--- src/rtl/timer_pkg.sv ---
// Register map, field positions and constants of the auto-reload timer
package timer_pkg;

    // ------------------------------------------------------------
    // Register indices (byte address is four times the index)
    // ------------------------------------------------------------
    localparam logic [9:0] IDX_CONTROL = 10'h091;
    localparam logic [9:0] IDX_RELOAD_LOW = 10'h092;
    localparam logic [9:0] IDX_RELOAD_HIGH = 10'h093;
    localparam logic [9:0] IDX_COUNT_LOW = 10'h094;
    localparam logic [9:0] IDX_COUNT_HIGH = 10'h095;
    localparam logic [9:0] IDX_CLOCK_CONTROL = 10'h096;

    // ------------------------------------------------------------
    // Field positions
    // ------------------------------------------------------------
    localparam int BIT_HIGH_FLAG = 7;
    localparam int BIT_LOW_FLAG = 6;
    localparam int BIT_LOW_IRQ_EN = 5;
    localparam int BIT_CAPTURE_EN = 4;
    localparam int BIT_SPLIT = 3;
    localparam int BIT_RUN = 2;
    localparam int BIT_SEL_HI = 1;
    localparam int BIT_SEL_LO = 0;
    localparam int BIT_HIGH_CHOICE = 1;
    localparam int BIT_LOW_CHOICE = 0;

    // ------------------------------------------------------------
    // Reset values and byte constants
    // ------------------------------------------------------------
    localparam logic [7:0] RESET_BYTE = 8'h00;
    localparam logic [7:0] BYTE_MAX = 8'hff;
    localparam logic [31:0] READ_ZERO = 32'h0000_0000;

    // ------------------------------------------------------------
    // Clock select codes and divider ratios
    // ------------------------------------------------------------
    typedef enum logic [1:0] {
        SEL_SYS_DIV12 = 2'b00,
        SEL_EXT_DIV8 = 2'b01,
        SEL_RESERVED = 2'b10,
        SEL_RTC = 2'b11
    } clk_sel_t;

    localparam int SYS_DIVIDE = 12;
    localparam int EXT_DIVIDE = 8;

endpackage : timer_pkg

--- src/rtl/pin_sync.sv ---
// Two-flop synchroniser with rising-edge pulse for an asynchronous pin
`timescale 1ns/1ps
module pin_sync (
    // Clock and reset
    input wire logic mclk,
    input wire logic rst_n,
    // Pin and result
    input wire logic pin,
    output logic rise
);
    logic meta_reg;
    logic sync_reg;
    logic last_reg;

    always_ff @(posedge mclk) begin
        if (!rst_n) begin
            meta_reg <= 1'b0;
            sync_reg <= 1'b0;
            last_reg <= 1'b0;
        end else begin
            meta_reg <= pin;
            sync_reg <= meta_reg;
            last_reg <= sync_reg;
        end
    end

    // The second stage and its one-cycle delayed copy feed the edge detector
    assign rise = sync_reg & ~last_reg;
endmodule : pin_sync

--- src/rtl/tick_divider.sv ---
// Divides a stream of one-cycle ticks by a fixed ratio
`timescale 1ns/1ps
module tick_divider #(
    parameter int RATIO = 8
) (
    // Clock and reset
    input wire logic mclk,
    input wire logic rst_n,
    // Ticks in and out
    input wire logic tick_in,
    output logic tick_out
);
    localparam int W = $clog2(RATIO);
    localparam logic [W-1:0] LAST = W'(RATIO - 1);
    localparam logic [W-1:0] ONE = W'(1);

    logic [W-1:0] cnt_reg;
    logic [W-1:0] cnt_next;
    wire at_last = (cnt_reg == LAST);

    assign cnt_next = at_last ? '0 : cnt_reg + ONE;
    assign tick_out = tick_in & at_last;

    always_ff @(posedge mclk) begin
        if (!rst_n) begin
            cnt_reg <= '0;
        end else if (tick_in) begin
            cnt_reg <= cnt_next;
        end
    end
endmodule : tick_divider

--- src/rtl/timer3_control_and_reload.sv ---
// Auto-reload 16-bit / dual 8-bit timer with capture, APB registers
//
// Decided for this implementation: the APB slave port.
`timescale 1ns/1ps
module timer3_control_and_reload
    import timer_pkg::*;
(
    // Clock and reset
    input wire logic mclk,
    input wire logic rst_n,
    // APB slave
    input wire logic psel,
    input wire logic penable,
    input wire logic pwrite,
    input wire logic [11:0] paddr,
    input wire logic [31:0] pwdata,
    output logic [31:0] prdata,
    output logic pready,
    output logic pslverr,
    // Oscillator pins, asynchronous
    input wire logic ext_osc,
    input wire logic rtc_osc,
    // Interrupt
    input wire logic timer_irq_enable,
    output logic irq_request
);
    // ------------------------------------------------------------
    // Registers
    // ------------------------------------------------------------
    logic high_flag_reg, low_flag_reg, low_irq_en_reg, capture_en_reg;
    logic split_reg, run_reg;
    logic [1:0] sel_reg;
    logic high_choice_reg, low_choice_reg;
    logic [7:0] reload_low_reg, reload_high_reg;
    logic [7:0] count_low_reg, count_high_reg;
    logic [31:0] prdata_reg;

    // ------------------------------------------------------------
    // APB decode
    // ------------------------------------------------------------
    wire [9:0] idx = paddr[11:2];
    wire aligned = (paddr[1:0] == 2'b00);
    wire hit_ctl = aligned && (idx == IDX_CONTROL);
    wire hit_rll = aligned && (idx == IDX_RELOAD_LOW);
    wire hit_rlh = aligned && (idx == IDX_RELOAD_HIGH);
    wire hit_cl = aligned && (idx == IDX_COUNT_LOW);
    wire hit_ch = aligned && (idx == IDX_COUNT_HIGH);
    wire hit_ckc = aligned && (idx == IDX_CLOCK_CONTROL);
    wire mapped = hit_ctl | hit_rll | hit_rlh | hit_cl | hit_ch | hit_ckc;
    wire setup = psel & ~penable;
    wire access = psel & penable;
    wire wr = access & pwrite & mapped;
    wire wr_ctl = wr & hit_ctl;
    wire wr_rll = wr & hit_rll;
    wire wr_rlh = wr & hit_rlh;
    wire wr_cl = wr & hit_cl;
    wire wr_ch = wr & hit_ch;
    wire wr_ckc = wr & hit_ckc;
    wire [7:0] wbyte = pwdata[7:0];

    wire [7:0] ctl_byte = {high_flag_reg, low_flag_reg, low_irq_en_reg,
        capture_en_reg, split_reg, run_reg, sel_reg};
    wire [7:0] ckc_byte = {6'h00, high_choice_reg, low_choice_reg};
    wire [7:0] rd_byte =
        hit_ctl ? ctl_byte :
        hit_rll ? reload_low_reg :
        hit_rlh ? reload_high_reg :
        hit_cl ? count_low_reg :
        hit_ch ? count_high_reg :
        hit_ckc ? ckc_byte : RESET_BYTE;

    // No wait state: read data is sampled during setup into a flop
    assign pready = access;
    assign pslverr = access & ~mapped;
    assign prdata = prdata_reg;

    always_ff @(posedge mclk) begin
        if (!rst_n) begin
            prdata_reg <= READ_ZERO;
        end else if (setup) begin
            prdata_reg <= {24'h000000, rd_byte};
        end
    end

    // ------------------------------------------------------------
    // Clock sources
    // ------------------------------------------------------------
    logic ext_rise, rtc_rise, ext_div8, sys_div12;

    pin_sync ext_sync (
        .mclk(mclk), .rst_n(rst_n), .pin(ext_osc), .rise(ext_rise)
    );
    pin_sync rtc_sync (
        .mclk(mclk), .rst_n(rst_n), .pin(rtc_osc), .rise(rtc_rise)
    );
    tick_divider #(.RATIO(EXT_DIVIDE)) ext_div (
        .mclk(mclk), .rst_n(rst_n), .tick_in(ext_rise), .tick_out(ext_div8)
    );
    tick_divider #(.RATIO(SYS_DIVIDE)) sys_div (
        .mclk(mclk), .rst_n(rst_n), .tick_in(1'b1), .tick_out(sys_div12)
    );

    // Reserved code yields neither a count tick nor a trigger
    wire ext_tick = (sel_reg == SEL_SYS_DIV12) ? sys_div12 :
        (sel_reg == SEL_EXT_DIV8) ? ext_div8 :
        (sel_reg == SEL_RTC) ? rtc_rise : 1'b0;
    wire trig = (sel_reg == SEL_SYS_DIV12) ? rtc_rise :
        (sel_reg == SEL_EXT_DIV8 || sel_reg == SEL_RTC) ? ext_div8 :
        1'b0;
    wire tick_h = high_choice_reg | ext_tick;
    wire tick_l = low_choice_reg | ext_tick;

    // ------------------------------------------------------------
    // Counter
    // ------------------------------------------------------------
    wire low_max = (count_low_reg == BYTE_MAX);
    wire high_max = (count_high_reg == BYTE_MAX);
    wire step16 = ~split_reg & run_reg & tick_l;
    wire step_l = split_reg ? tick_l : step16;
    wire step_h = split_reg ? (run_reg & tick_h) : (step16 & low_max);
    wire ovf_l = step_l & low_max;
    wire ovf_h = step_h & high_max;
    wire wrap16 = ~split_reg & ovf_h;
    wire capture = capture_en_reg & trig;

    logic [7:0] count_low_next, count_high_next;
    assign count_low_next = wr_cl ? wbyte :
        (split_reg ? ovf_l : wrap16) ? reload_low_reg :
        step_l ? count_low_reg + 8'h01 : count_low_reg;
    assign count_high_next = wr_ch ? wbyte :
        ovf_h ? reload_high_reg :
        step_h ? count_high_reg + 8'h01 : count_high_reg;

    // Hardware set beats a software clear in the same cycle
    wire high_flag_next = ovf_h | capture |
        (wr_ctl ? wbyte[BIT_HIGH_FLAG] : high_flag_reg);
    wire low_flag_next = ovf_l |
        (wr_ctl ? wbyte[BIT_LOW_FLAG] : low_flag_reg);

    // A software write to a reload byte wins over a capture
    wire [7:0] reload_low_next = wr_rll ? wbyte :
        capture ? count_low_reg : reload_low_reg;
    wire [7:0] reload_high_next = wr_rlh ? wbyte :
        capture ? count_high_reg : reload_high_reg;

    always_ff @(posedge mclk) begin
        if (!rst_n) begin
            high_flag_reg <= 1'b0;
            low_flag_reg <= 1'b0;
            low_irq_en_reg <= 1'b0;
            capture_en_reg <= 1'b0;
            split_reg <= 1'b0;
            run_reg <= 1'b0;
            sel_reg <= SEL_SYS_DIV12;
        end else begin
            high_flag_reg <= high_flag_next;
            low_flag_reg <= low_flag_next;
            if (wr_ctl) begin
                low_irq_en_reg <= wbyte[BIT_LOW_IRQ_EN];
                capture_en_reg <= wbyte[BIT_CAPTURE_EN];
                split_reg <= wbyte[BIT_SPLIT];
                run_reg <= wbyte[BIT_RUN];
                sel_reg <= wbyte[BIT_SEL_HI:BIT_SEL_LO];
            end
        end
    end

    always_ff @(posedge mclk) begin
        if (!rst_n) begin
            high_choice_reg <= 1'b0;
            low_choice_reg <= 1'b0;
            reload_low_reg <= RESET_BYTE;
            reload_high_reg <= RESET_BYTE;
            count_low_reg <= RESET_BYTE;
            count_high_reg <= RESET_BYTE;
        end else begin
            if (wr_ckc) begin
                high_choice_reg <= wbyte[BIT_HIGH_CHOICE];
                low_choice_reg <= wbyte[BIT_LOW_CHOICE];
            end
            reload_low_reg <= reload_low_next;
            reload_high_reg <= reload_high_next;
            count_low_reg <= count_low_next;
            count_high_reg <= count_high_next;
        end
    end

    // ------------------------------------------------------------
    // Interrupt request
    // ------------------------------------------------------------
    assign irq_request = timer_irq_enable &
        (high_flag_reg | (low_irq_en_reg & low_flag_reg));
endmodule : timer3_control_and_reload

--- config.mk ---
export PLATFORM = sky130hd
export DESIGN_NAME = timer3_control_and_reload
export DESIGN_NICKNAME = d
export VERILOG_FILES = /design/src/rtl/timer_pkg.sv /design/src/rtl/pin_sync.sv /design/src/rtl/tick_divider.sv /design/src/rtl/timer3_control_and_reload.sv
export SDC_FILE = /design/constraint.sdc
export NUM_CORES = 1
export LEC_CHECK = 0
export BUFFER_PORTS_ARGS = -buffer_cell sky130_fd_sc_hd__clkbuf_2
export CAP_MARGIN = 25
export CORE_ASPECT_RATIO = 1.4
export CORE_MARGIN = 1
export CORE_UTILIZATION = 55
export CTS_CLUSTER_SIZE = 25
export DETAILED_ROUTE_END_ITERATION = 16
export GPL_ROUTABILITY_DRIVEN = 0
export GPL_TIMING_DRIVEN = 0
export MAX_ROUTING_LAYER = met4
export PLACE_DENSITY = 0.87
export SLEW_MARGIN = 20
export SYNTH_ARGS = -nofsm -noshare
export SYNTH_HDL_FRONTEND = slang
export SYNTH_HIERARCHICAL = 1
export SYNTH_SLANG_ARGS = --single-unit
export TNS_END_PERCENT = 20
--- constraint.sdc ---
create_clock -name mclk -period 2.7 [get_ports mclk]
set_clock_uncertainty 0.05 [all_clocks]
set_input_delay 0.54 -clock mclk [delete_from_list [all_inputs] [get_ports mclk]]
set_output_delay 0.54 -clock mclk [all_outputs]
set_load 0.01 [all_outputs]
Word-level counts from Yosys, hierarchy flattened
Index checks and enable logic that the tools add are counted.

storage, ports and cells
  output and inout bits = 35
  flip-flop bits (word level) = 63
  input bits = 52
  word-level logic and storage cells = 120

operators by class
  mux-type cells = 27
  $add $sub $neg = 4
  bitwise operators = 41
  eq/ne operators = 12
  reductions and logical operators = 14

operator list
  operator                                         count
  two-way mux 8 bit                                15
  == test 10 x 8 -> 1 bit (second input constant)  6
  bitwise AND 1 bit                                24
  adder 8 x 1 -> 8 bit (second input constant)     2
  == test 8 bit (second input constant)            2
  OR 1 bit                                         11
  two-way mux 1 bit                                10
  logical AND 1 bit                                6
  NOT 1 bit                                        6
  nonzero test 3 bit                               2
  adder 4 x 1 -> 4 bit (second input constant)     1
  == test 4 bit (second input constant)            1
  logical NOT 2 bit                                2
  nonzero test 2 bit                               2
  adder 3 x 1 -> 3 bit (second input constant)     1
  == test 3 bit (second input constant)            1
  two-way mux 3 bit                                1
  == test 2 x 1 -> 1 bit (second input constant)   1
  == test 2 bit (second input constant)            1
  two-way mux 2 bit                                1
  OR reduction 2 bit                               1
  logical OR 1 bit                                 1

Longest topological paths before layout
Gate-level depths: netlist of run 1.

  depth in word-level cells = 14
  gate-level depth with buffers = 10
  gate-level depth less buffers = 9

By module
The synthesis of run 1 kept the hierarchy.

by module, submodules not included
  module                     sequential area each (um2)  cells an instance  area each (um2)  instances
  timer3_control_and_reload  1001.0                      396                3304.4           1
  pin_sync                   60.1                        7                  92.6             2
  tick_divider (sys_div)     80.1                        19                 178.9            1
  tick_divider (ext_div)     60.1                        13                 151.4            1

Worst setup path after synthesis of run 1
Ideal clock, no wire load.

  path type = in2reg
  start = input port paddr[8]
  end = register high_flag_reg
  arrival = 2220 ps
  library setup time = 115 ps
  stages = 7
  buffers on the path = 1
  slack = 316 ps
  data required time = 2535 ps
  cells stage by stage = or4b_4 nor3_4 buf_6 nand2_4 nor3_4 mux2_1 o21a_1

between the ends
  longest elaborated chain between the ends = 11
  elaborated cells between the ends (all ways) = 21
  classes of those cells = eq/ne: 6; mux: 1; bitwise: 8; reduce/logical: 6

ends and longest elaborated chain
  what                                        line                                                              text
  start, declared                             timer3_control_and_reload.sv:15                                   input wire logic [11:0] paddr,
  == test 10 x 8 -> 1 bit (on tied branches)  timer3_control_and_reload.sv:43, timer3_control_and_reload.sv:44
  logical AND 1 bit (on tied branches)        timer3_control_and_reload.sv:43, timer3_control_and_reload.sv:44
  OR 1 bit (5 in series)                      timer3_control_and_reload.sv:49                                   wire mapped = hit_ctl | hit_rll | hit_rlh | hit_cl | hit_ch | hit_ckc;
  bitwise AND 1 bit                           timer3_control_and_reload.sv:52                                   wire wr = access & pwrite & mapped;
  bitwise AND 1 bit (*)                       timer3_control_and_reload.sv:53                                   wire wr_ctl = wr & hit_ctl;
  two-way mux 1 bit (*)                       timer3_control_and_reload.sv:136                                  (wr_ctl ? wbyte[BIT_HIGH_FLAG] : high_flag_reg);
  OR 1 bit (*)                                timer3_control_and_reload.sv:135                                  wire high_flag_next = ovf_h | capture |
  end signal, assigned                        timer3_control_and_reload.sv:156                                  high_flag_reg <= high_flag_next;
  end, declared                               timer3_control_and_reload.sv:30                                   logic high_flag_reg, low_flag_reg, low_irq_en_reg, capture_en_reg;

Mark *: on every way between the ends. The rest lies on a longest branch, timed or not.
A chain may end at the register's enable or synchronous reset.

Final worst setup path of run 1
  start = register ext_div.cnt_reg[0]
  end = register count_low_reg[7]

between the ends
  longest elaborated chain between the ends = 13
  elaborated cells between the ends (all ways) = 18
  classes of those cells = eq/ne: 1; mux: 7; bitwise: 9; reduce/logical: 1

ends and longest elaborated chain
  what                    line                              text
  start, declared         tick_divider.sv:17                logic [W-1:0] cnt_reg;
  start signal, assigned  tick_divider.sv:28                cnt_reg <= cnt_next;
  == test 3 bit (*)       tick_divider.sv:19                wire at_last = (cnt_reg == LAST);
  bitwise AND 1 bit (*)   tick_divider.sv:22                assign tick_out = tick_in & at_last;
  via ext_div8            timer3_control_and_reload.sv:88   logic ext_rise, rtc_rise, ext_div8, sys_div12;
  two-way mux 1 bit (*)   timer3_control_and_reload.sv:105  (sel_reg == SEL_EXT_DIV8) ? ext_div8 :
  two-way mux 1 bit (*)   timer3_control_and_reload.sv:104  wire ext_tick = (sel_reg == SEL_SYS_DIV12) ? sys_div12 :
  OR 1 bit                timer3_control_and_reload.sv:111  wire tick_l = low_choice_reg | ext_tick;
  bitwise AND 1 bit       timer3_control_and_reload.sv:118  wire step16 = ~split_reg & run_reg & tick_l;
  bitwise AND 1 bit       timer3_control_and_reload.sv:120  wire step_h = split_reg ? (run_reg & tick_h) : (step16 & low_max);
  two-way mux 1 bit       timer3_control_and_reload.sv:120
  bitwise AND 1 bit       timer3_control_and_reload.sv:122  wire ovf_h = step_h & high_max;
  bitwise AND 1 bit       timer3_control_and_reload.sv:123  wire wrap16 = ~split_reg & ovf_h;
  two-way mux 1 bit       timer3_control_and_reload.sv:128  (split_reg ? ovf_l : wrap16) ? reload_low_reg :
  two-way mux 8 bit       timer3_control_and_reload.sv:128
  two-way mux 8 bit       timer3_control_and_reload.sv:127  assign count_low_next = wr_cl ? wbyte :
  end signal, assigned    timer3_control_and_reload.sv:183  count_low_reg <= count_low_next;
  end, declared           timer3_control_and_reload.sv:35   logic [7:0] count_low_reg, count_high_reg;

Mark *: on every way through the listed nets, which the timed path passes. The rest lies on a longest branch.

==> results of run 1 <==
## power groups by stage
| stage | Clock (mW) | Combinational [mW] | Sequential [mW] |
|---|---|---|---|
| detailed placement | 0 | 0.173 | 0.971 |
| global route | 0.851 | 0.194 | 0.951 |
| global placement | 0 | 0.169 | 0.970 |
| floorplan | 0 | 0.112 | 0.971 |
| finish | 0.807 | 0.178 | 0.949 |
| CTS | 0.811 | 0.174 | 0.950 |
## critical path, delay by kind of cell, from the launching register on
family	cells	cell delay (ns)
AO/OA/AOI/OAI	3	0.62
adder cells (fa/ha/maj)	2	0.41
buffers and inverters	1	0.29
flip-flops	1	0.34
multiplexers	1	0.32
AND/OR/NAND/NOR	3	0.47
## synth_stat cells (5+ instances only)
cell	number
ha_1	5
nor3_1	5
clkbuf_1	13
nand4_1	5
dfxtp_1	63
nand3_1	12
nor2b_1	13
xor2_1	7
buf_2	6
nand2_1	56
o21ai_1	6
buf_4	25
o211ai_1	5
a21oi_1	23
a22o_1	5
a21boi_1	6
a31oi_1	7
and2_1	6
o21ai_0	12
inv_1	5
or3_1	5
o211a_1	17
and3_1	8
nor2_1	19
mux2i_1	30
a221oi_1	6
## cells by family (layout without fill, tap and decap cells)
group / after synthesis / count (layout) / synth area share
AND/OR/NAND/NOR: 153 / 153 / 0.2224
AO/OA/AOI/OAI: 121 / 121 / 0.2322
flip-flops: 63 / 63 / 0.3302
buffers and inverters: 55 / 108 / 0.08647
multiplexers: 33 / 33 / 0.08745
XOR/XNOR: 10 / 10 / 0.02293
adder cells (fa/ha/maj): 5 / 5 / 0.01638
other: 2 / 28 / 0.001966
## repair_timing
item,in CTS,in global routing
pin swaps,0,0
endpoints found under the setup margin,5,21
resized for setup,1,4
setup buffers,0,0
## per-stage QoR
step / utilization / instance area (sq um) / TNS, ns / total power [mW] / hold slack, ns
2_1_floorplan: - / 3918 / 0 / 1.083 / 0.3557
3_3_place_gp: 0.6336 / 4218 / 0 / 1.139 / 0.3674
3_5_place_dp: 0.6336 / 4218 / -0.1083 / 1.144 / 0.3706
4_1_cts: 0.6628 / 4412 / 0 / 1.935 / 0.3525
5_1_grt: 0.6656 / 4431 / -0.2389 / 1.996 / 0.3525
6_report: 0.6656 / 4431 / 0 / 1.934 / 0.3574
## cell type report
cell class | instances | area, sq um | area share
buffer | 50 | 315.3 | 0.07117
clock inverter | 6 | 61.31 | 0.01384
sequential | 63 | 1261 | 0.2847
inverter | 5 | 18.77 | 0.004236
timing repair buffer | 37 | 185.2 | 0.04180
clock buffer | 10 | 127.6 | 0.02881
multi-input combinational | 350 | 2346 | 0.5295
tap | 92 | 115.1 | 0.02598
## metal layers
layer | GRT usage | wire [um] | vias to the layer above
li1 | - | - | 1709
met1 | 0.3074 | 3751 | 1676
met2 | 0.5126 | 5237 | 215
met3 | 0.06700 | 777 | 67
met4 | 0.2338 | 650 | 0
met5 | - | 0 | -
## worst max-delay path by stage
| stage | start | to | cells past startpoint |
|---|---|---|---|
| after floorplan | paddr[8] | high_flag_reg | 7 |
| after global placement | ext_div/cnt_reg[0] | count_low_reg[3] | 10 |
| after detailed placement | ext_div/cnt_reg[0] | count_low_reg[7] | 10 |
| after CTS | ext_div/cnt_reg[0] | reload_low_reg[0] | 9 |
| after global routing | ext_div/cnt_reg[0] | count_high_reg[5] | 10 |
| final | ext_div/cnt_reg[0] | count_low_reg[7] | 10 |
## cell usage in the layout (no fill, tap or decap), types with 6 or more instances in the layout
master / n
dfxtp_1: 63
nand2_1: 55
clkbuf_2: 38
mux2i_1: 30
conb_1: 28
buf_4: 25
a21oi_1: 23
nor2_1: 19
o211a_1: 17
clkbuf_1: 14
nor2b_1: 13
nand3_1: 12
o21ai_0: 12
clkbuf_8: 9
and3_1: 8
a31oi_1: 7
xor2_1: 7
a221oi_1: 6
o21ai_1: 6
a21boi_1: 6
and2_1: 6
==> out/metrics.cfg, run 1 <==
[worst_setup_path]
worstPathRequired_ns = 2.88
r2r_end = count_low_reg[7]
cp-start-kind = register
critPathArrivalTime_ns = 2.79
criticalPathCategory = register to register
worstRegToRegCells = 10
r2r-start = ext_div/cnt_reg[0]
cp_slowest_cell = a211oi_2
rrSetupSlack_ns = 0.08
end_kind = register
cpPeakStageDelay_ns = 0.40
cp_max_fo = 8
critPathMostFrequentCell = ha_1
cp_cell_sequence = ha_1 > ha_1 > and2_2 > mux2_2 > a211oi_2 > or3_1 > clkbuf_1 > nand2_1 > o211ai_1 > a31oi_1

[synthesis]
yosys_warnings = 6
synth_area_sq_um = 3820
synth-seq-cells = 63
netlist.area_leader.share = 0.3302
synthArstFlopShare = 0
syn_avg_cell_area_sq_um = 8.642
synth_area_leader_cell = dfxtp_1
synth_cells = 442
ys_seq_area_frac = 0.3302
synth_edf_count = 0
synth.area.top_cells = dfxtp_1 (33%), mux2i_1 (7.9%), nand2_1 (5.5%), buf_4 (4.9%), o211a_1 (4.5%)
yosys_most_used_dff = dfxtp_1
synth_cell_types = 62

[layout]
drive_gt1_frac = 0.2111
nets = 573
insertedDiodeCount = 0
instances_no_fill = 613
fillers = 570
area_growth_pct = 15.98

[timing]
rsz0062_at_grt = yes
setup-violations-final = 0
layout_setup_ws_ns = 0.08249
slew_headroom = 0.5820
finalMaxSlewViolations = 0
worst_pin_slew_ns = 0.6222
fmax_mhz = 382.0
hold_violations = 0
fin_crit_ns = 2.618
finalCritPeriodShare = 0.9694

[placed_design]
io_buffers = 37
place_hpwl_mm = 7.797
place_ws_ns = -0.04875
dp_cells = 597

[detailed_routing]
drtIter0Drc = 240
wl_mm = 10.42
first_pass_iters = 5
ant_nets = 0
routedWlPerCell_um = 16.99
viasPerCell = 5.982
num_vias = 3667
drc = 0

[clocking]
clk_pin_slew_ns = 0.08
cts.sinks = 63
htree_num_levels = 3
cts_tree = yes
insertion_delay_ns = 0.35
cts.path.max_buffers = 2
cts-root-buf = clkbuf_8
ctsHoldBuffers = 0
cts_made_buffers = 9

[grt]
grt.overflow.total = 0
grt_pass1_wl_mm = 16.72
grt_pass1_vias = 3626
antenna_found_initial = 0
grt.total_usage = 0.3066
grt_max_degree = 14

[die]
die-area_sq_um = 7287
die_w_um = 72.44
start_util = 0.5739
fp-row-count = 35
io_pins = 87
core_sq_um = 6656
die_y_um = 100.6

[power]
irDropWorstVdd_uv = 273.0
power_frac_seq = 0.491
combPwrFrac = 0.092
p_clk_frac = 0.417
internal_power_mw = 1.440
switchingPower_uw = 494.2
leakage_nw = 2.181
power.density_nw_per_um2 = 436.6
swShare = 0.2555

[worst_hold_path]
hold_path_depth = 2
hp-class = input port to register
min_to = ext_sync/meta_reg
hp-start = ext_osc

[run]
drv_cap = 0

[run_status]
status = finished, final reports clean

(Power assumes the default switching activity.)
==> run 2: changes to the inputs <==
- SETUP_SLACK_MARGIN: default -> 0.1
==> run 2 against run 1 <==
Utilization barely moved. Combinational power hardly changed. Sequential share of layout area barely moved. Via count rose by 0.27%. Wire length up 0.38%. Global-route usage is the same. Sequential power is essentially flat.
==> out/metrics.cfg, run 2 (synthesis results as in run 1) <==
[layout]
multiInputGateArea_sq_um = 2346  ; unchanged
drive_gt1_frac = 0.2131  ; +0.001919
fillers = 572  ; +0.35%
final_cell_mix = dfxtp_1 (62), nand2_1 (55), clkbuf_2 (38)
insertedDiodeCount = 0  ; unchanged
register_area_sq_um = 1262  ; about the same
layout_commonest_cell = dfxtp_1
nets = 573  ; unchanged
area_growth_pct = 16.02  ; about the same

[power]
leakage_nw = 2.182  ; about the same
power.density_nw_per_um2 = 435.6  ; -0.23%
total_power_mw = 1.930  ; -0.20%
irDropWorstVdd_uv = 273.2  ; about the same

[timing]
setup_tns_ns = 0  ; unchanged
hold_violations = 0  ; unchanged
worst_pin_slew_ns = 0.6641  ; +0.04192 ns
setup-violations-final = 0  ; unchanged
slew_headroom = 0.5539  ; -0.02816
fin_crit_ns = 2.616  ; -0.001200 ns
rsz0062_at_grt = yes
finalCritPeriodShare = 0.9690  ; about the same
fmax_mhz = 382.2  ; about the same
finalMaxSlewViolations = 0  ; unchanged

[worst_setup_path]
critPathArrivalTime_ns = 2.79  ; about the same
cp_max_fo = 8  ; unchanged
worstPathRequired_ns = 2.87  ; about the same
cp-start-kind = register
end_kind = register
rrSetupSlack_ns = 0.08  ; about the same
criticalPathCategory = register to register

[grt]
antenna_found_initial = 0  ; unchanged
grt_max_degree = 14  ; unchanged
grt_pass1_vias = 3626  ; unchanged
grt_pass1_wl_mm = 16.72  ; unchanged
grt.total_usage = 0.3066  ; unchanged
grt.overflow.total = 0  ; unchanged

[die]
die-area_sq_um = 7287  ; unchanged
io_pins = 87  ; unchanged
core_sq_um = 6656  ; unchanged
die_w_um = 72.44  ; unchanged
fp-row-count = 35  ; unchanged
die_y_um = 100.6  ; unchanged
start_util = 0.5739  ; unchanged

[placed_design]
place_hpwl_mm = 7.797  ; unchanged
io_buffers = 37  ; unchanged

[detailed_routing]
viasPerCell = 5.998  ; +0.27%
routedWlPerCell_um = 17.06  ; +0.38%
first_pass_iters = 5  ; unchanged
ant_nets = 0  ; unchanged
num_vias = 3677  ; +0.27%
wl_mm = 10.46  ; +0.38%
drc = 0  ; unchanged
drtIter0Drc = 253  ; +5.4%

[clocking]
htree_num_levels = 3  ; unchanged
cts-root-buf = clkbuf_8
insertion_delay_ns = 0.34  ; about the same
clk_pin_slew_ns = 0.07  ; about the same
cts_tree = yes
postCtsSetupRepairBufs = 0  ; unchanged
cts.sinks = 63  ; unchanged
ctsHoldBuffers = 0  ; unchanged
cts.path.max_buffers = 2  ; unchanged
cts_made_buffers = 9  ; unchanged

[worst_hold_path]
hp-class = input port to register

[run]
drv_cap = 0  ; unchanged

[run_status]
status = finished, final reports clean

## run 2: cell counts in the layout (fill, tap and decap cells not counted)
Identical to the previous run, type by type.
## run 2: timing repair
item                       in CTS  in global routing
cloned                          0                  0
resized for setup               1                  5
setup endpoints to repair      20                 27
## run 2: worst paths after layout
check	from	to	cells after the start
setup / recovery	ext_div/cnt_reg[0]	count_low_reg[7]	10
hold / removal	ext_osc	ext_sync/meta_reg	2
setup reg to reg	ext_div/cnt_reg[0]	count_low_reg[7]	10
hold reg to reg	rtc_sync/meta_reg	rtc_sync/sync_reg	1
## run 2: layout make-up
cell class	count	area share
well taps	92	0.02597
inverters	5	0.004235
clock buffers	10	0.02880
plain buffers	50	0.07115
repair buffers	37	0.04178
multi-input cells	350	0.5294
flip-flops and latches	63	0.2849
clock inverters	6	0.01383
## run 2: power breakdown
part	switching, mW	total (mW)	internal [mW]
Combinational	0.103	0.179	0.0753
Clock	0.379	0.802	0.423
Sequential	0.00784	0.950	0.942
## run 2: worst max-delay path, cell delays in order (launching register included)
cell and delay, ns:
dfxtp_2 0.34, ha_1 0.20, ha_1 0.21, and2_2 0.21
mux2_2 0.32, a211oi_2 0.39, or3_1 0.17, clkbuf_1 0.30
nand2_1 0.09, o211ai_1 0.10, a31oi_1 0.12
## run 2: per-stage QoR
stage          cells  hold WS (ns)  area (sq um)  worst slack, ns    util
2_1_floorplan    468        0.3557          3918           0.3157       -
3_3_place_gp     597        0.3674          4218         0.006905  0.6336
3_5_place_dp     597        0.3706          4218         -0.04875  0.6336
4_1_cts          613        0.3525          4412          0.05254  0.6628
5_1_grt          613        0.3525          4432         -0.03670  0.6658
6_report         613        0.3591          4432          0.08369  0.6658
## run 2: metal layers
metal | track usage | vias up | part of all wire
li1 | - | 1714 | -
met1 | 0.3074 | 1684 | 0.35
met2 | 0.5126 | 221 | 0.51
met3 | 0.06700 | 58 | 0.077
met4 | 0.2338 | 0 | 0.057
met5 | - | - | 0
